$ cat src/flas_pkg.sv
package flas_pkg;
    // ------------------------------------------------------------
    // Widths
    // ------------------------------------------------------------
    localparam int RES_W = 20;
    localparam int PWR_W = 24;
    localparam int LIM_W = 16;
    localparam int CAL_W = 15;
    localparam int CNT_W = 16;
    // Top 16 bits of each result line up with the limit step
    localparam int RES_SHIFT = RES_W - LIM_W;
    localparam int PWR_SHIFT = PWR_W - LIM_W;

    // ------------------------------------------------------------
    // Reset values
    // ------------------------------------------------------------
    localparam logic [15:0] SHUNT_LIMIT_RST = 16'h7FFF;
    localparam logic [15:0] BUS_LIMIT_RST = 16'h7FFF;
    localparam logic [15:0] POWER_LIMIT_RST = 16'hFFFF;
    localparam logic [14:0] CAL_RST = 15'h0000;
    localparam logic WIDE_RANGE_RST = 1'b0;

    // ------------------------------------------------------------
    // Conversion timing
    // ------------------------------------------------------------
    localparam int CLK_MHZ = 50;
    localparam int CONV_TIME_US = 50;
    localparam int CONV_CYCLES = CONV_TIME_US * CLK_MHZ;
    localparam int QUARTER_CYCLES = CONV_CYCLES / 4;
    // Host budget for alert latency: 1.5 conversion periods
    localparam int HOST_BUDGET_CYCLES = (CONV_CYCLES * 3) / 2;

    // ------------------------------------------------------------
    // Host register map (AXI4-Lite byte offsets)
    // ------------------------------------------------------------
    localparam logic [7:0] A_CTRL = 8'h00;
    localparam logic [7:0] A_SHUNT_LIM = 8'h04;
    localparam logic [7:0] A_BUS_LIM = 8'h08;
    localparam logic [7:0] A_PWR_LIM = 8'h0C;
    localparam logic [7:0] A_CAL = 8'h10;
    localparam logic [7:0] A_STATUS = 8'h14;
    localparam logic [7:0] A_CLEAR = 8'h18;
    localparam logic [7:0] A_ENABLE = 8'h1C;
    localparam logic [7:0] A_SHUNT_RES = 8'h20;
    localparam logic [7:0] A_BUS_RES = 8'h24;
    localparam logic [7:0] A_PWR_RES = 8'h28;
    localparam logic [7:0] A_LATENCY = 8'h2C;
    // Status bits
    localparam int ST_SHUNT = 0;
    localparam int ST_BUS = 1;
    localparam int ST_PWR = 2;
    localparam int ST_ALERT = 3;
    localparam int ST_LATE = 4;
    localparam int ST_W = 5;
    // Control bits
    localparam int CT_GO = 0;
    localparam int CT_WIDE = 1;
    localparam logic [1:0] RESP_OKAY = 2'b00;
    localparam logic [1:0] RESP_SLVERR = 2'b10;
endpackage : flas_pkg

$ cat src/flas_if.sv
`timescale 1ns/1ns
interface flas_if;
    logic lim_wr;
    logic [1:0] lim_sel;
    logic [15:0] lim_data;
    logic [14:0] cal;
    logic wide_range;
    logic [19:0] shunt_res;
    logic [19:0] bus_res;
    logic [23:0] power_res;
    logic conv_done;
    logic alert;
    modport device (
        input lim_wr, lim_sel, lim_data, cal, wide_range,
        output shunt_res, bus_res, power_res, conv_done, alert
    );
    modport host (
        output lim_wr, lim_sel, lim_data, cal, wide_range,
        input shunt_res, bus_res, power_res, conv_done, alert
    );
endinterface : flas_if

$ cat src/flas_host.sv
`timescale 1ns/1ns
module flas_host (
    input wire logic aclk,
    input wire logic aresetn,
    flas_if.host lnk,
    input wire logic [7:0] s_axi_awaddr,
    input wire logic s_axi_awvalid,
    output logic s_axi_awready,
    input wire logic [31:0] s_axi_wdata,
    input wire logic [3:0] s_axi_wstrb,
    input wire logic s_axi_wvalid,
    output logic s_axi_wready,
    output logic [1:0] s_axi_bresp,
    output logic s_axi_bvalid,
    input wire logic s_axi_bready,
    input wire logic [7:0] s_axi_araddr,
    input wire logic s_axi_arvalid,
    output logic s_axi_arready,
    output logic [31:0] s_axi_rdata,
    output logic [1:0] s_axi_rresp,
    output logic s_axi_rvalid,
    input wire logic s_axi_rready,
    output logic irq
);
    logic [7:0] aw_q;
    logic [31:0] w_q;
    logic aw_h;
    logic w_h;
    logic do_wr;
    logic [4:0] status;
    logic [4:0] enable;
    logic [4:0] clr;
    logic [4:0] ev;
    logic [31:0] lat_cnt;
    logic timing;
    logic alert_d;
    logic [15:0] shunt_lim_rb;
    logic [15:0] bus_lim_rb;
    logic [15:0] pwr_lim_rb;

    // ------------------------------------------------------------
    // AXI4-Lite write
    // ------------------------------------------------------------
    assign do_wr = aw_h && w_h && !s_axi_bvalid;
    always_ff @(posedge aclk) begin
        if (!aresetn) begin
            aw_h <= 1'b0;
            w_h <= 1'b0;
            aw_q <= '0;
            w_q <= '0;
            s_axi_awready <= 1'b0;
            s_axi_wready <= 1'b0;
            s_axi_bvalid <= 1'b0;
            s_axi_bresp <= flas_pkg::RESP_OKAY;
        end else begin
            s_axi_awready <= !aw_h && !s_axi_awready;
            s_axi_wready <= !w_h && !s_axi_wready;
            if (s_axi_awvalid && s_axi_awready) begin
                aw_h <= 1'b1;
                aw_q <= s_axi_awaddr;
                s_axi_awready <= 1'b0;
            end
            if (s_axi_wvalid && s_axi_wready) begin
                w_h <= 1'b1;
                w_q <= s_axi_wdata;
                s_axi_wready <= 1'b0;
            end
            if (do_wr) begin
                aw_h <= 1'b0;
                w_h <= 1'b0;
                s_axi_bvalid <= 1'b1;
                s_axi_bresp <= (aw_q > flas_pkg::A_ENABLE)
                    ? flas_pkg::RESP_SLVERR : flas_pkg::RESP_OKAY;
            end else if (s_axi_bready) begin
                s_axi_bvalid <= 1'b0;
            end
        end
    end

    // ------------------------------------------------------------
    // Orders to the monitor
    // ------------------------------------------------------------
    always_ff @(posedge aclk) begin
        if (!aresetn) begin
            lnk.lim_wr <= 1'b0;
            lnk.lim_sel <= 2'h0;
            lnk.lim_data <= '0;
            lnk.cal <= flas_pkg::CAL_RST;
            lnk.wide_range <= flas_pkg::WIDE_RANGE_RST;
            shunt_lim_rb <= flas_pkg::SHUNT_LIMIT_RST;
            bus_lim_rb <= flas_pkg::BUS_LIMIT_RST;
            pwr_lim_rb <= flas_pkg::POWER_LIMIT_RST;
            enable <= '0;
        end else begin
            lnk.lim_wr <= 1'b0;
            if (do_wr) begin
                if (aw_q == flas_pkg::A_SHUNT_LIM) begin
                    lnk.lim_wr <= 1'b1;
                    lnk.lim_sel <= 2'h0;
                    lnk.lim_data <= w_q[15:0];
                    shunt_lim_rb <= w_q[15:0];
                end else if (aw_q == flas_pkg::A_BUS_LIM) begin
                    lnk.lim_wr <= 1'b1;
                    lnk.lim_sel <= 2'h1;
                    lnk.lim_data <= w_q[15:0];
                    bus_lim_rb <= w_q[15:0];
                end else if (aw_q == flas_pkg::A_PWR_LIM) begin
                    lnk.lim_wr <= 1'b1;
                    lnk.lim_sel <= 2'h2;
                    lnk.lim_data <= w_q[15:0];
                    pwr_lim_rb <= w_q[15:0];
                end else if (aw_q == flas_pkg::A_CAL) begin
                    lnk.cal <= w_q[14:0];
                end else if (aw_q == flas_pkg::A_CTRL) begin
                    lnk.wide_range <= w_q[flas_pkg::CT_WIDE];
                end else if (aw_q == flas_pkg::A_ENABLE) begin
                    enable <= w_q[4:0];
                end
            end
        end
    end

    // ------------------------------------------------------------
    // Events, latency watch, interrupt
    // ------------------------------------------------------------
    always_comb begin
        clr = (do_wr && aw_q == flas_pkg::A_CLEAR) ? w_q[4:0] : 5'h00;
        ev = '0;
        ev[flas_pkg::ST_ALERT] = lnk.alert && !alert_d;
        // Alert later than budget from a limit write: stale setup
        ev[flas_pkg::ST_LATE] = timing
            && lat_cnt == 32'(flas_pkg::HOST_BUDGET_CYCLES);
    end

    // Limit writes restart the latency budget window
    always_ff @(posedge aclk) begin
        if (!aresetn) begin
            alert_d <= 1'b0;
            timing <= 1'b0;
            lat_cnt <= '0;
            status <= '0;
            irq <= 1'b0;
        end else begin
            alert_d <= lnk.alert;
            if (lnk.lim_wr) begin
                timing <= 1'b1;
                lat_cnt <= '0;
            end else if (lnk.alert || ev[flas_pkg::ST_LATE]) begin
                timing <= 1'b0;
            end else if (timing) begin
                lat_cnt <= lat_cnt + 32'h1;
            end
            // Set wins over clear
            status <= (status & ~clr) | ev;
            irq <= |(((status & ~clr) | ev) & enable);
        end
    end

    // ------------------------------------------------------------
    // AXI4-Lite read
    // ------------------------------------------------------------
    always_ff @(posedge aclk) begin
        if (!aresetn) begin
            s_axi_arready <= 1'b0;
            s_axi_rvalid <= 1'b0;
            s_axi_rdata <= '0;
            s_axi_rresp <= flas_pkg::RESP_OKAY;
        end else begin
            s_axi_arready <= !s_axi_rvalid && !s_axi_arready;
            if (s_axi_arvalid && s_axi_arready) begin
                s_axi_arready <= 1'b0;
                s_axi_rvalid <= 1'b1;
                s_axi_rresp <= flas_pkg::RESP_OKAY;
                if (s_axi_araddr == flas_pkg::A_STATUS) begin
                    s_axi_rdata <= {27'h0, status};
                end else if (s_axi_araddr == flas_pkg::A_ENABLE) begin
                    s_axi_rdata <= {27'h0, enable};
                end else if (s_axi_araddr == flas_pkg::A_SHUNT_LIM) begin
                    s_axi_rdata <= {16'h0000, shunt_lim_rb};
                end else if (s_axi_araddr == flas_pkg::A_BUS_LIM) begin
                    s_axi_rdata <= {16'h0000, bus_lim_rb};
                end else if (s_axi_araddr == flas_pkg::A_PWR_LIM) begin
                    s_axi_rdata <= {16'h0000, pwr_lim_rb};
                end else if (s_axi_araddr == flas_pkg::A_CAL) begin
                    s_axi_rdata <= {17'h0, lnk.cal};
                end else if (s_axi_araddr == flas_pkg::A_CTRL) begin
                    s_axi_rdata <= {30'h0, lnk.wide_range, 1'b0};
                end else if (s_axi_araddr == flas_pkg::A_SHUNT_RES) begin
                    s_axi_rdata <= {{12{lnk.shunt_res[19]}}, lnk.shunt_res};
                end else if (s_axi_araddr == flas_pkg::A_BUS_RES) begin
                    s_axi_rdata <= {12'h000, lnk.bus_res};
                end else if (s_axi_araddr == flas_pkg::A_PWR_RES) begin
                    s_axi_rdata <= {8'h00, lnk.power_res};
                end else if (s_axi_araddr == flas_pkg::A_LATENCY) begin
                    s_axi_rdata <= lat_cnt;
                end else begin
                    s_axi_rdata <= '0;
                    s_axi_rresp <= flas_pkg::RESP_SLVERR;
                end
            end else if (s_axi_rready) begin
                s_axi_rvalid <= 1'b0;
            end
        end
    end
endmodule : flas_host

$ cat src/flat_wrapper.sv
// flat-port wrapper written by rule: the top's interface ports become plain ports
module flas_host_flat 
  (aclk, aresetn, s_axi_awaddr, s_axi_awvalid, s_axi_awready, s_axi_wdata, s_axi_wstrb, s_axi_wvalid, s_axi_wready, s_axi_bresp, s_axi_bvalid, s_axi_bready, s_axi_araddr, s_axi_arvalid, s_axi_arready, s_axi_rdata, s_axi_rresp, s_axi_rvalid, s_axi_rready, irq, lnk_lim_wr, lnk_lim_sel, lnk_lim_data, lnk_cal, lnk_wide_range, lnk_shunt_res, lnk_bus_res, lnk_power_res, lnk_conv_done, lnk_alert);
  flas_if lnk_i ();
  input wire logic aclk;
  input wire logic aresetn;
  input wire logic [7:0] s_axi_awaddr;
  input wire logic s_axi_awvalid;
  output logic s_axi_awready;
  input wire logic [31:0] s_axi_wdata;
  input wire logic [3:0] s_axi_wstrb;
  input wire logic s_axi_wvalid;
  output logic s_axi_wready;
  output logic [1:0] s_axi_bresp;
  output logic s_axi_bvalid;
  input wire logic s_axi_bready;
  input wire logic [7:0] s_axi_araddr;
  input wire logic s_axi_arvalid;
  output logic s_axi_arready;
  output logic [31:0] s_axi_rdata;
  output logic [1:0] s_axi_rresp;
  output logic s_axi_rvalid;
  input wire logic s_axi_rready;
  output logic irq;
  output wire logic [$bits(lnk_i.lim_wr)-1:0] lnk_lim_wr;
  output wire logic [$bits(lnk_i.lim_sel)-1:0] lnk_lim_sel;
  output wire logic [$bits(lnk_i.lim_data)-1:0] lnk_lim_data;
  output wire logic [$bits(lnk_i.cal)-1:0] lnk_cal;
  output wire logic [$bits(lnk_i.wide_range)-1:0] lnk_wide_range;
  input wire logic [$bits(lnk_i.shunt_res)-1:0] lnk_shunt_res;
  input wire logic [$bits(lnk_i.bus_res)-1:0] lnk_bus_res;
  input wire logic [$bits(lnk_i.power_res)-1:0] lnk_power_res;
  input wire logic [$bits(lnk_i.conv_done)-1:0] lnk_conv_done;
  input wire logic [$bits(lnk_i.alert)-1:0] lnk_alert;
  assign lnk_lim_wr = lnk_i.lim_wr;
  assign lnk_lim_sel = lnk_i.lim_sel;
  assign lnk_lim_data = lnk_i.lim_data;
  assign lnk_cal = lnk_i.cal;
  assign lnk_wide_range = lnk_i.wide_range;
  assign lnk_i.shunt_res = lnk_shunt_res;
  assign lnk_i.bus_res = lnk_bus_res;
  assign lnk_i.power_res = lnk_power_res;
  assign lnk_i.conv_done = lnk_conv_done;
  assign lnk_i.alert = lnk_alert;
  flas_host u_core (.aclk(aclk), .aresetn(aresetn), .lnk(lnk_i), .s_axi_awaddr(s_axi_awaddr), .s_axi_awvalid(s_axi_awvalid), .s_axi_awready(s_axi_awready), .s_axi_wdata(s_axi_wdata), .s_axi_wstrb(s_axi_wstrb), .s_axi_wvalid(s_axi_wvalid), .s_axi_wready(s_axi_wready), .s_axi_bresp(s_axi_bresp), .s_axi_bvalid(s_axi_bvalid), .s_axi_bready(s_axi_bready), .s_axi_araddr(s_axi_araddr), .s_axi_arvalid(s_axi_arvalid), .s_axi_arready(s_axi_arready), .s_axi_rdata(s_axi_rdata), .s_axi_rresp(s_axi_rresp), .s_axi_rvalid(s_axi_rvalid), .s_axi_rready(s_axi_rready), .irq(irq));
endmodule
$ cat config.mk
export PLATFORM = sky130hd
export DESIGN_NAME = flas_host_flat
export DESIGN_NICKNAME = d
export VERILOG_FILES = /design/src/flas_pkg.sv /design/src/flas_if.sv /design/src/flas_host.sv /design/src/flat_wrapper.sv
export SDC_FILE = /design/constraint.sdc
export NUM_CORES = 1
export LEC_CHECK = 0
export BUFFER_PORTS_ARGS = -buffer_cell sky130_fd_sc_hd__buf_4
export CAP_MARGIN = 20
export CELL_PAD_IN_SITES_DETAIL_PLACEMENT = 0
export CELL_PAD_IN_SITES_GLOBAL_PLACEMENT = 1
export CORE_MARGIN = 1.5
export CORE_UTILIZATION = 40
export DETAILED_ROUTE_END_ITERATION = 6
export MAX_ROUTING_LAYER = met4
export PLACE_DENSITY_LB_ADDON = 0.1
export SLEW_MARGIN = 20
export SYNTH_ARGS = -nofsm -noshare
export SYNTH_HDL_FRONTEND = slang
export SYNTH_SLANG_ARGS = --single-unit
$ cat constraint.sdc
create_clock -name aclk -period 2.05 [get_ports aclk]
set_input_delay 0.1025 -clock aclk [delete_from_list [all_inputs] [get_ports aclk]]
set_output_delay 0.1025 -clock aclk [all_outputs]
set_load 0.05 [all_outputs]
======== Word level (Yosys, flattened, before mapping) ========
Index checks and enable logic that the tools add are counted.
W data, S select, Z words.
cells by class
  reduce and logical (&&, ||, !) cells .... 41
  multipliers ............................. 0
  muxes and demuxes ....................... 39
  equality and inequality tests ........... 17
  bitwise operators ....................... 11
  div/mod/pow operators ................... 0
  shift operators ......................... 0
  add/sub/neg operators ................... 1
  magnitude comparators ................... 1
operators by type and width
  kind                     count
  $mux W32                 11
  $eq A8 B5 Y1 const B     6
  $mux W16                 3
  $add A32 B1 Y32 const B  1
  $eq A32 B12 Y1 const B   1
  $eq A8 B4 Y1 const B     4
  $eq A8 B6 Y1 const B     4
  $mux W2                  15
  $eq A8 B3 Y1 const B     2
  $logic_not A8 Y1         2
  $logic_and A1 B1 Y1      11
  $and A5 B5 Y5            2
  $reduce_or A2 Y1         5
  $mux W1                  9
  $gt A8 B5 Y1 const B     1
  $logic_not A1 Y1         8
  $reduce_and A2 Y1        4
  $not A1 Y1               7
  $reduce_and A7 Y1        1
  $reduce_and A6 Y1        1
  $reduce_bool A2 Y1       3
  $mux W5                  1
  $not A5 Y5               1
  $or A5 B5 Y5             1
  6 further kinds          6
storage, ports and cells
  bits in latches ......................... 0
  output and inout port bits .............. 77
  memories ................................ 0
  memory bits (read-only) ................. 0
  bits in writable memories ............... 0
  word-level logic and storage cells ...... 136
  input port bits ......................... 125
  register bits ........................... 195

======== Logic depth before layout (Yosys ltp) ========
  depth after elaboration ................. 12
  depth in mapped cells ................... 8
  depth with buffers taken out ............ 7

======== Least setup slack after synthesis ========
Ideal clock, no wire load.
  path type ............................... reg2reg
  start ................................... reg u_core.s_axi_bvalid
  end ..................................... reg u_core.shunt_lim_rb[10]
  path buffers ............................ 2
  period minus slack after synthesis ...... 2007 ps
  arrival time ............................ 1878 ps
  setup slack ............................. 43 ps
  cell stages (with the launch flop) ...... 8
  setup time .............................. 129 ps
  data required time ...................... 1921 ps
  path through ............................ dfxtp_1 > nand3b_2 > nor4b_4 > nand3b_1 > buf_2 > buf_6 > mux2i_1 > nand2_1
between the ends
  longest elaborated chain between the ends .. 3
RTL lines
  what                                line              RTL
  start: declaration                  flas_host.sv:14   output logic s_axi_bvalid,
  start signal: assignment            flas_host.sv:53   s_axi_bvalid <= 1'b0;
  start signal: assignment            flas_host.sv:71   s_axi_bvalid <= 1'b1;
  start signal: assignment            flas_host.sv:75   s_axi_bvalid <= 1'b0;
  $logic_not A1 Y1                    flas_host.sv:44   assign do_wr = aw_h && w_h && !s_axi_bvalid;
  $logic_and A1 B1 Y1                 flas_host.sv:44
  $reduce_and A2 Y1 (no source line)  n/a
  end signal: assignment              flas_host.sv:90   shunt_lim_rb <= flas_pkg::SHUNT_LIMIT_RST;
  end signal: assignment              flas_host.sv:101  shunt_lim_rb <= w_q[15:0];
  end: declaration                    flas_host.sv:37   logic [15:0] shunt_lim_rb;
Every way passes these cells.
A chain may end at the register's enable or synchronous reset.

======== Final worst setup path ========
  start ................................... reg u_core.lat_cnt[0]
  end ..................................... reg u_core.lat_cnt[2]
between the ends
  longest elaborated chain between the ends .. 5
  elaborated cells between the ends (all ways) .. 6
  classes of those cells .................. add/sub (1); eq/ne (1); bitwise (1); reduce/logical (3)
RTL lines
  what                                                     line              RTL
  start: declaration                                       flas_host.sv:34   logic [31:0] lat_cnt;
  start signal: assignment                                 flas_host.sv:151  lat_cnt <= lat_cnt + 32'h1;
  branches (longest 5 deep; another with $add A32 B1 Y32)  n/a
Several ways; the timed one is not identified.

==> flow_metrics.env <==
export IMPL_outcome="complete, no violations"
export IMPL_synth_seq_area_share=0.418
export IMPL_port_buffer_count=178
export IMPL_p_switching_w=0.00217
export IMPL_clkTransAtPathRegs_ns=0.07
export IMPL_num_vias=9040
export IMPL_drt_first_iter_violations=609
export IMPL_initial_core_util=0.409
export IMPL_slowest_stage="o311ai_0"
export IMPL_timing_hold_ws_ns=0.0698
export IMPL_cts_buffer_depth=2
export IMPL_power_share_switching=0.271
export IMPL_drive_above_1_share=0.235
export IMPL_root_buffer="clkbuf_16"
export IMPL_io_pins=202
export IMPL_p_int_w=0.00585
export IMPL_wl_per_cell_um=18.5
export IMPL_synth_edf_count=0
export IMPL_critPathTopFamily="simple AND/OR/NAND/NOR gates"
export IMPL_die_area_um2=24000
export IMPL_min_period_ns=2.00
export IMPL_period_share=0.977
export IMPL_yosysUniqueCellTypes=76
export IMPL_relSlewSlack=0.575
export IMPL_clock_skew_ns=0.0195
export IMPL_ys_warn_count=0
export IMPL_cp_max_fo=4
export IMPL_min_path_type="input pin to register"
export IMPL_required_ns=2.37
export IMPL_hold_end="u_core.s_axi_rdata[17]"
export IMPL_routed_wl_um=30600
export IMPL_cts_sinks=193
export IMPL_setup_tns_final_ns=0
export IMPL_leakage_nw=5.13
export IMPL_fp_row_count=55
export IMPL_drc=0
export IMPL_place_ws_ns=-0.0141
export IMPL_syn_to_final_growth_pct=31.7
export IMPL_die_w_um=155
export IMPL_r2r_end="u_core.lat_cnt[2]"
export IMPL_place_hpwl_um=22600
export IMPL_antenna_found_initial=0
export IMPL_r2r_cells=7
export IMPL_min_from="lnk_bus_res[17]"
export IMPL_clkPwrFrac=0.423
export IMPL_critPathMaxStageDelay_ns=0.54
export IMPL_worst_pin_slew_ns=0.637
export IMPL_synth_cells=1127
export IMPL_async_reset_ff_frac=0
export IMPL_die_h_um=155
export IMPL_setup_viol=0
export IMPL_worst_slack_ns=0.0472
export IMPL_cts_tree="built"
export IMPL_synth_area_leaders="dfxtp_1, nand2_1, mux2i_1"
export IMPL_grt_pass1_vias=8345
export IMPL_crit_arrival_ns=2.32
export IMPL_htreeDepth=4
export IMPL_hold_viol=0
export IMPL_endpoint_kind="register"
export IMPL_fin_nets=1479
export IMPL_num_antenna_cells=0
export IMPL_grt_use_total=0.259
export IMPL_maxCapViolCount=0
export IMPL_synth_top_flop_cell="dfxtp_1"
export IMPL_synth_seq_cells=193
export IMPL_grt_max_degree=59
export IMPL_reg2reg_slack_ns=0.05
export IMPL_clock_latency_ns=0.44
export IMPL_cp_num_buf_inv=1
export IMPL_drv_slew=0
export IMPL_seqPwrFrac=0.478
export IMPL_synthesis_area_um2=9250
export IMPL_ir_drop_mv=0.428
export IMPL_overflow=0
export IMPL_vias_per_cell=5.48
export IMPL_r2r_start="u_core.lat_cnt[0]"
export IMPL_p_per_area_nw_per_um2=659
export IMPL_critPathLaunchType="register"
export IMPL_worstPathCellList="inv_1, ha_1, nor4b_1, nand4_1, o311ai_0, xor2_1, nor2_1"
export IMPL_clock_fmax_mhz=499
export IMPL_core_um2=22600
export IMPL_yosysTopAreaCell="dfxtp_1"
export IMPL_synth_top_cell_area_share=0.418
export IMPL_fill_cells=2215
export IMPL_holdPathStages=3
export IMPL_antenna_left=0
export IMPL_layout_commonest_cell="buf_4"
export IMPL_gp_routability_congestion=0.955
export IMPL_p_comb_frac=0.099
export IMPL_crit_type="register to register"
export IMPL_mostFrequentLayoutCells="buf_4, nand2_1, dfxtp_1"
export IMPL_grt_pass1_wl_um=47200
export IMPL_synth_avg_cell_area_um2=8.21
export IMPL_cts_buffers=17
export IMPL_dr_pass1_iters=5
==> per-layer routing <==
layer | up-vias | track usage | part of all wire | wire [µm]
met3 | 27 | 0.0345 | 0.053 | 1620
met1 | 4274 | 0.343 | 0.46 | 14000
met2 | 272 | 0.420 | 0.47 | 14400
li1 | 4467 | - | - | -
met5 | - | - | 0 | 0
met4 | 0 | 0.0668 | 0.015 | 473
==> synthesized netlist by cell type, drive strengths merged, types with 5 or more instances <==
master,count
nand2,210
dfxtp,193
a21oi,93
nor2,90
nand3,73
mux2i,47
clkbuf,44
buf,42
o21ai,27
a31oi,26
inv,25
and2,18
nand4,16
o211ai,14
a2bb2oi,13
nand2b,11
nor3,11
o2bb2ai,10
or4,10
and3,9
nor4,9
nor4b,9
xor2,9
o311ai,8
xnor2,8
a21boi,7
or3,7
a22oi,6
a32oi,6
and4,6
nand3b,6
o31ai,6
nor2b,5
==> cell type report <==
cell class                      instances  area (µm²)  share of cell area
Tap cell                              285         357              0.0293
Timing Repair Buffer                  291        2350               0.193
Clock buffer                           19         453              0.0372
Multi-Input combinational cell        823        4910               0.403
Inverter                               26        97.6             0.00801
Clock inverter                         13         154              0.0126
Sequential cell                       193        3860               0.317
==> tightest hold or removal path: stages <==
cell	delay, ns
buf_4	0.08
o311ai_0	0.13
a21oi_1	0.15
==> cells by family (layout without fill, tap and decap cells) <==
logic type,count (synthesis),after routing,synth area share
compound gates,256,256,0.184
other cells,1,2,0.000405
fa+ha+maj,2,2,0.00270
mux,53,53,0.0618
flops,193,193,0.418
xor+xnor,17,17,0.0161
simple gates,493,493,0.263
buf+inv,112,349,0.0538
==> through the flow <==
| step | instances | power, W | instance area (µm²) | utilization |
|---|---|---|---|---|
| 5_1_grt | 1650 | 0.00830 | 12200 | 0.538 |
| 3_3_place_gp | 1579 | 0.00467 | 11200 | 0.493 |
| 4_1_cts | 1647 | 0.00809 | 12100 | 0.536 |
| 2_1_floorplan | 1128 | 0.00431 | 9260 | - |
| 3_5_place_dp | 1579 | 0.00467 | 11200 | 0.493 |
| 6_report | 1650 | 0.00803 | 12200 | 0.538 |
==> sequential cells by signal, indices dropped and copies added (netlist names), 2 cells and up <==
signal / count
u_core.lnk.cal: 15
u_core.shunt_lim_rb: 16
u_core.status: 5
u_core.bus_lim_rb: 16
u_core.pwr_lim_rb: 16
u_core.w_q: 16
u_core.s_axi_rdata: 32
u_core.enable: 5
u_core.lat_cnt: 32
u_core.lnk.lim_data: 16
u_core.lnk.lim_sel: 2
u_core.aw_q: 8
==> how the worst max path moves through the flow <==
stage          cells past startpoint                       to  slack (ns)           startpoint
3_5_place_dp                       8               u_core.irq       -0.01    u_core.lat_cnt[0]
5_1_grt                            7        u_core.lat_cnt[2]      -0.001    u_core.lat_cnt[0]
3_3_place_gp                       7               u_core.irq         0.1    u_core.lat_cnt[6]
4_1_cts                            5        u_core.lat_cnt[5]        0.04   u_core.lat_cnt[24]
2_1_floorplan                      7  u_core.shunt_lim_rb[10]        0.04  u_core.s_axi_bvalid
6_report                           7        u_core.lat_cnt[2]        0.05    u_core.lat_cnt[0]
==> power groups by stage <==
stage / registers [W] / logic (W) / clock network, W
after floorplan: 0.00394 / 0.000367 / 0
after global placement: 0.00392 / 0.000745 / 0
after detailed placement: 0.00393 / 0.000743 / 0
after CTS: 0.00384 / 0.000796 / 0.00346
after global routing: 0.00384 / 0.000856 / 0.00360
final: 0.00384 / 0.000798 / 0.00339
==> timing repair <==
action,4_1_cts,5_1_grt
cloned,0,0
hold buffers,36,0
pin swaps,1,4
gates resized for setup,1,2
buffers inserted,0,3
endpoints found under the setup margin,1,11
endpoints found under the hold margin,32,0
Power figures use the tool's default switching activity.
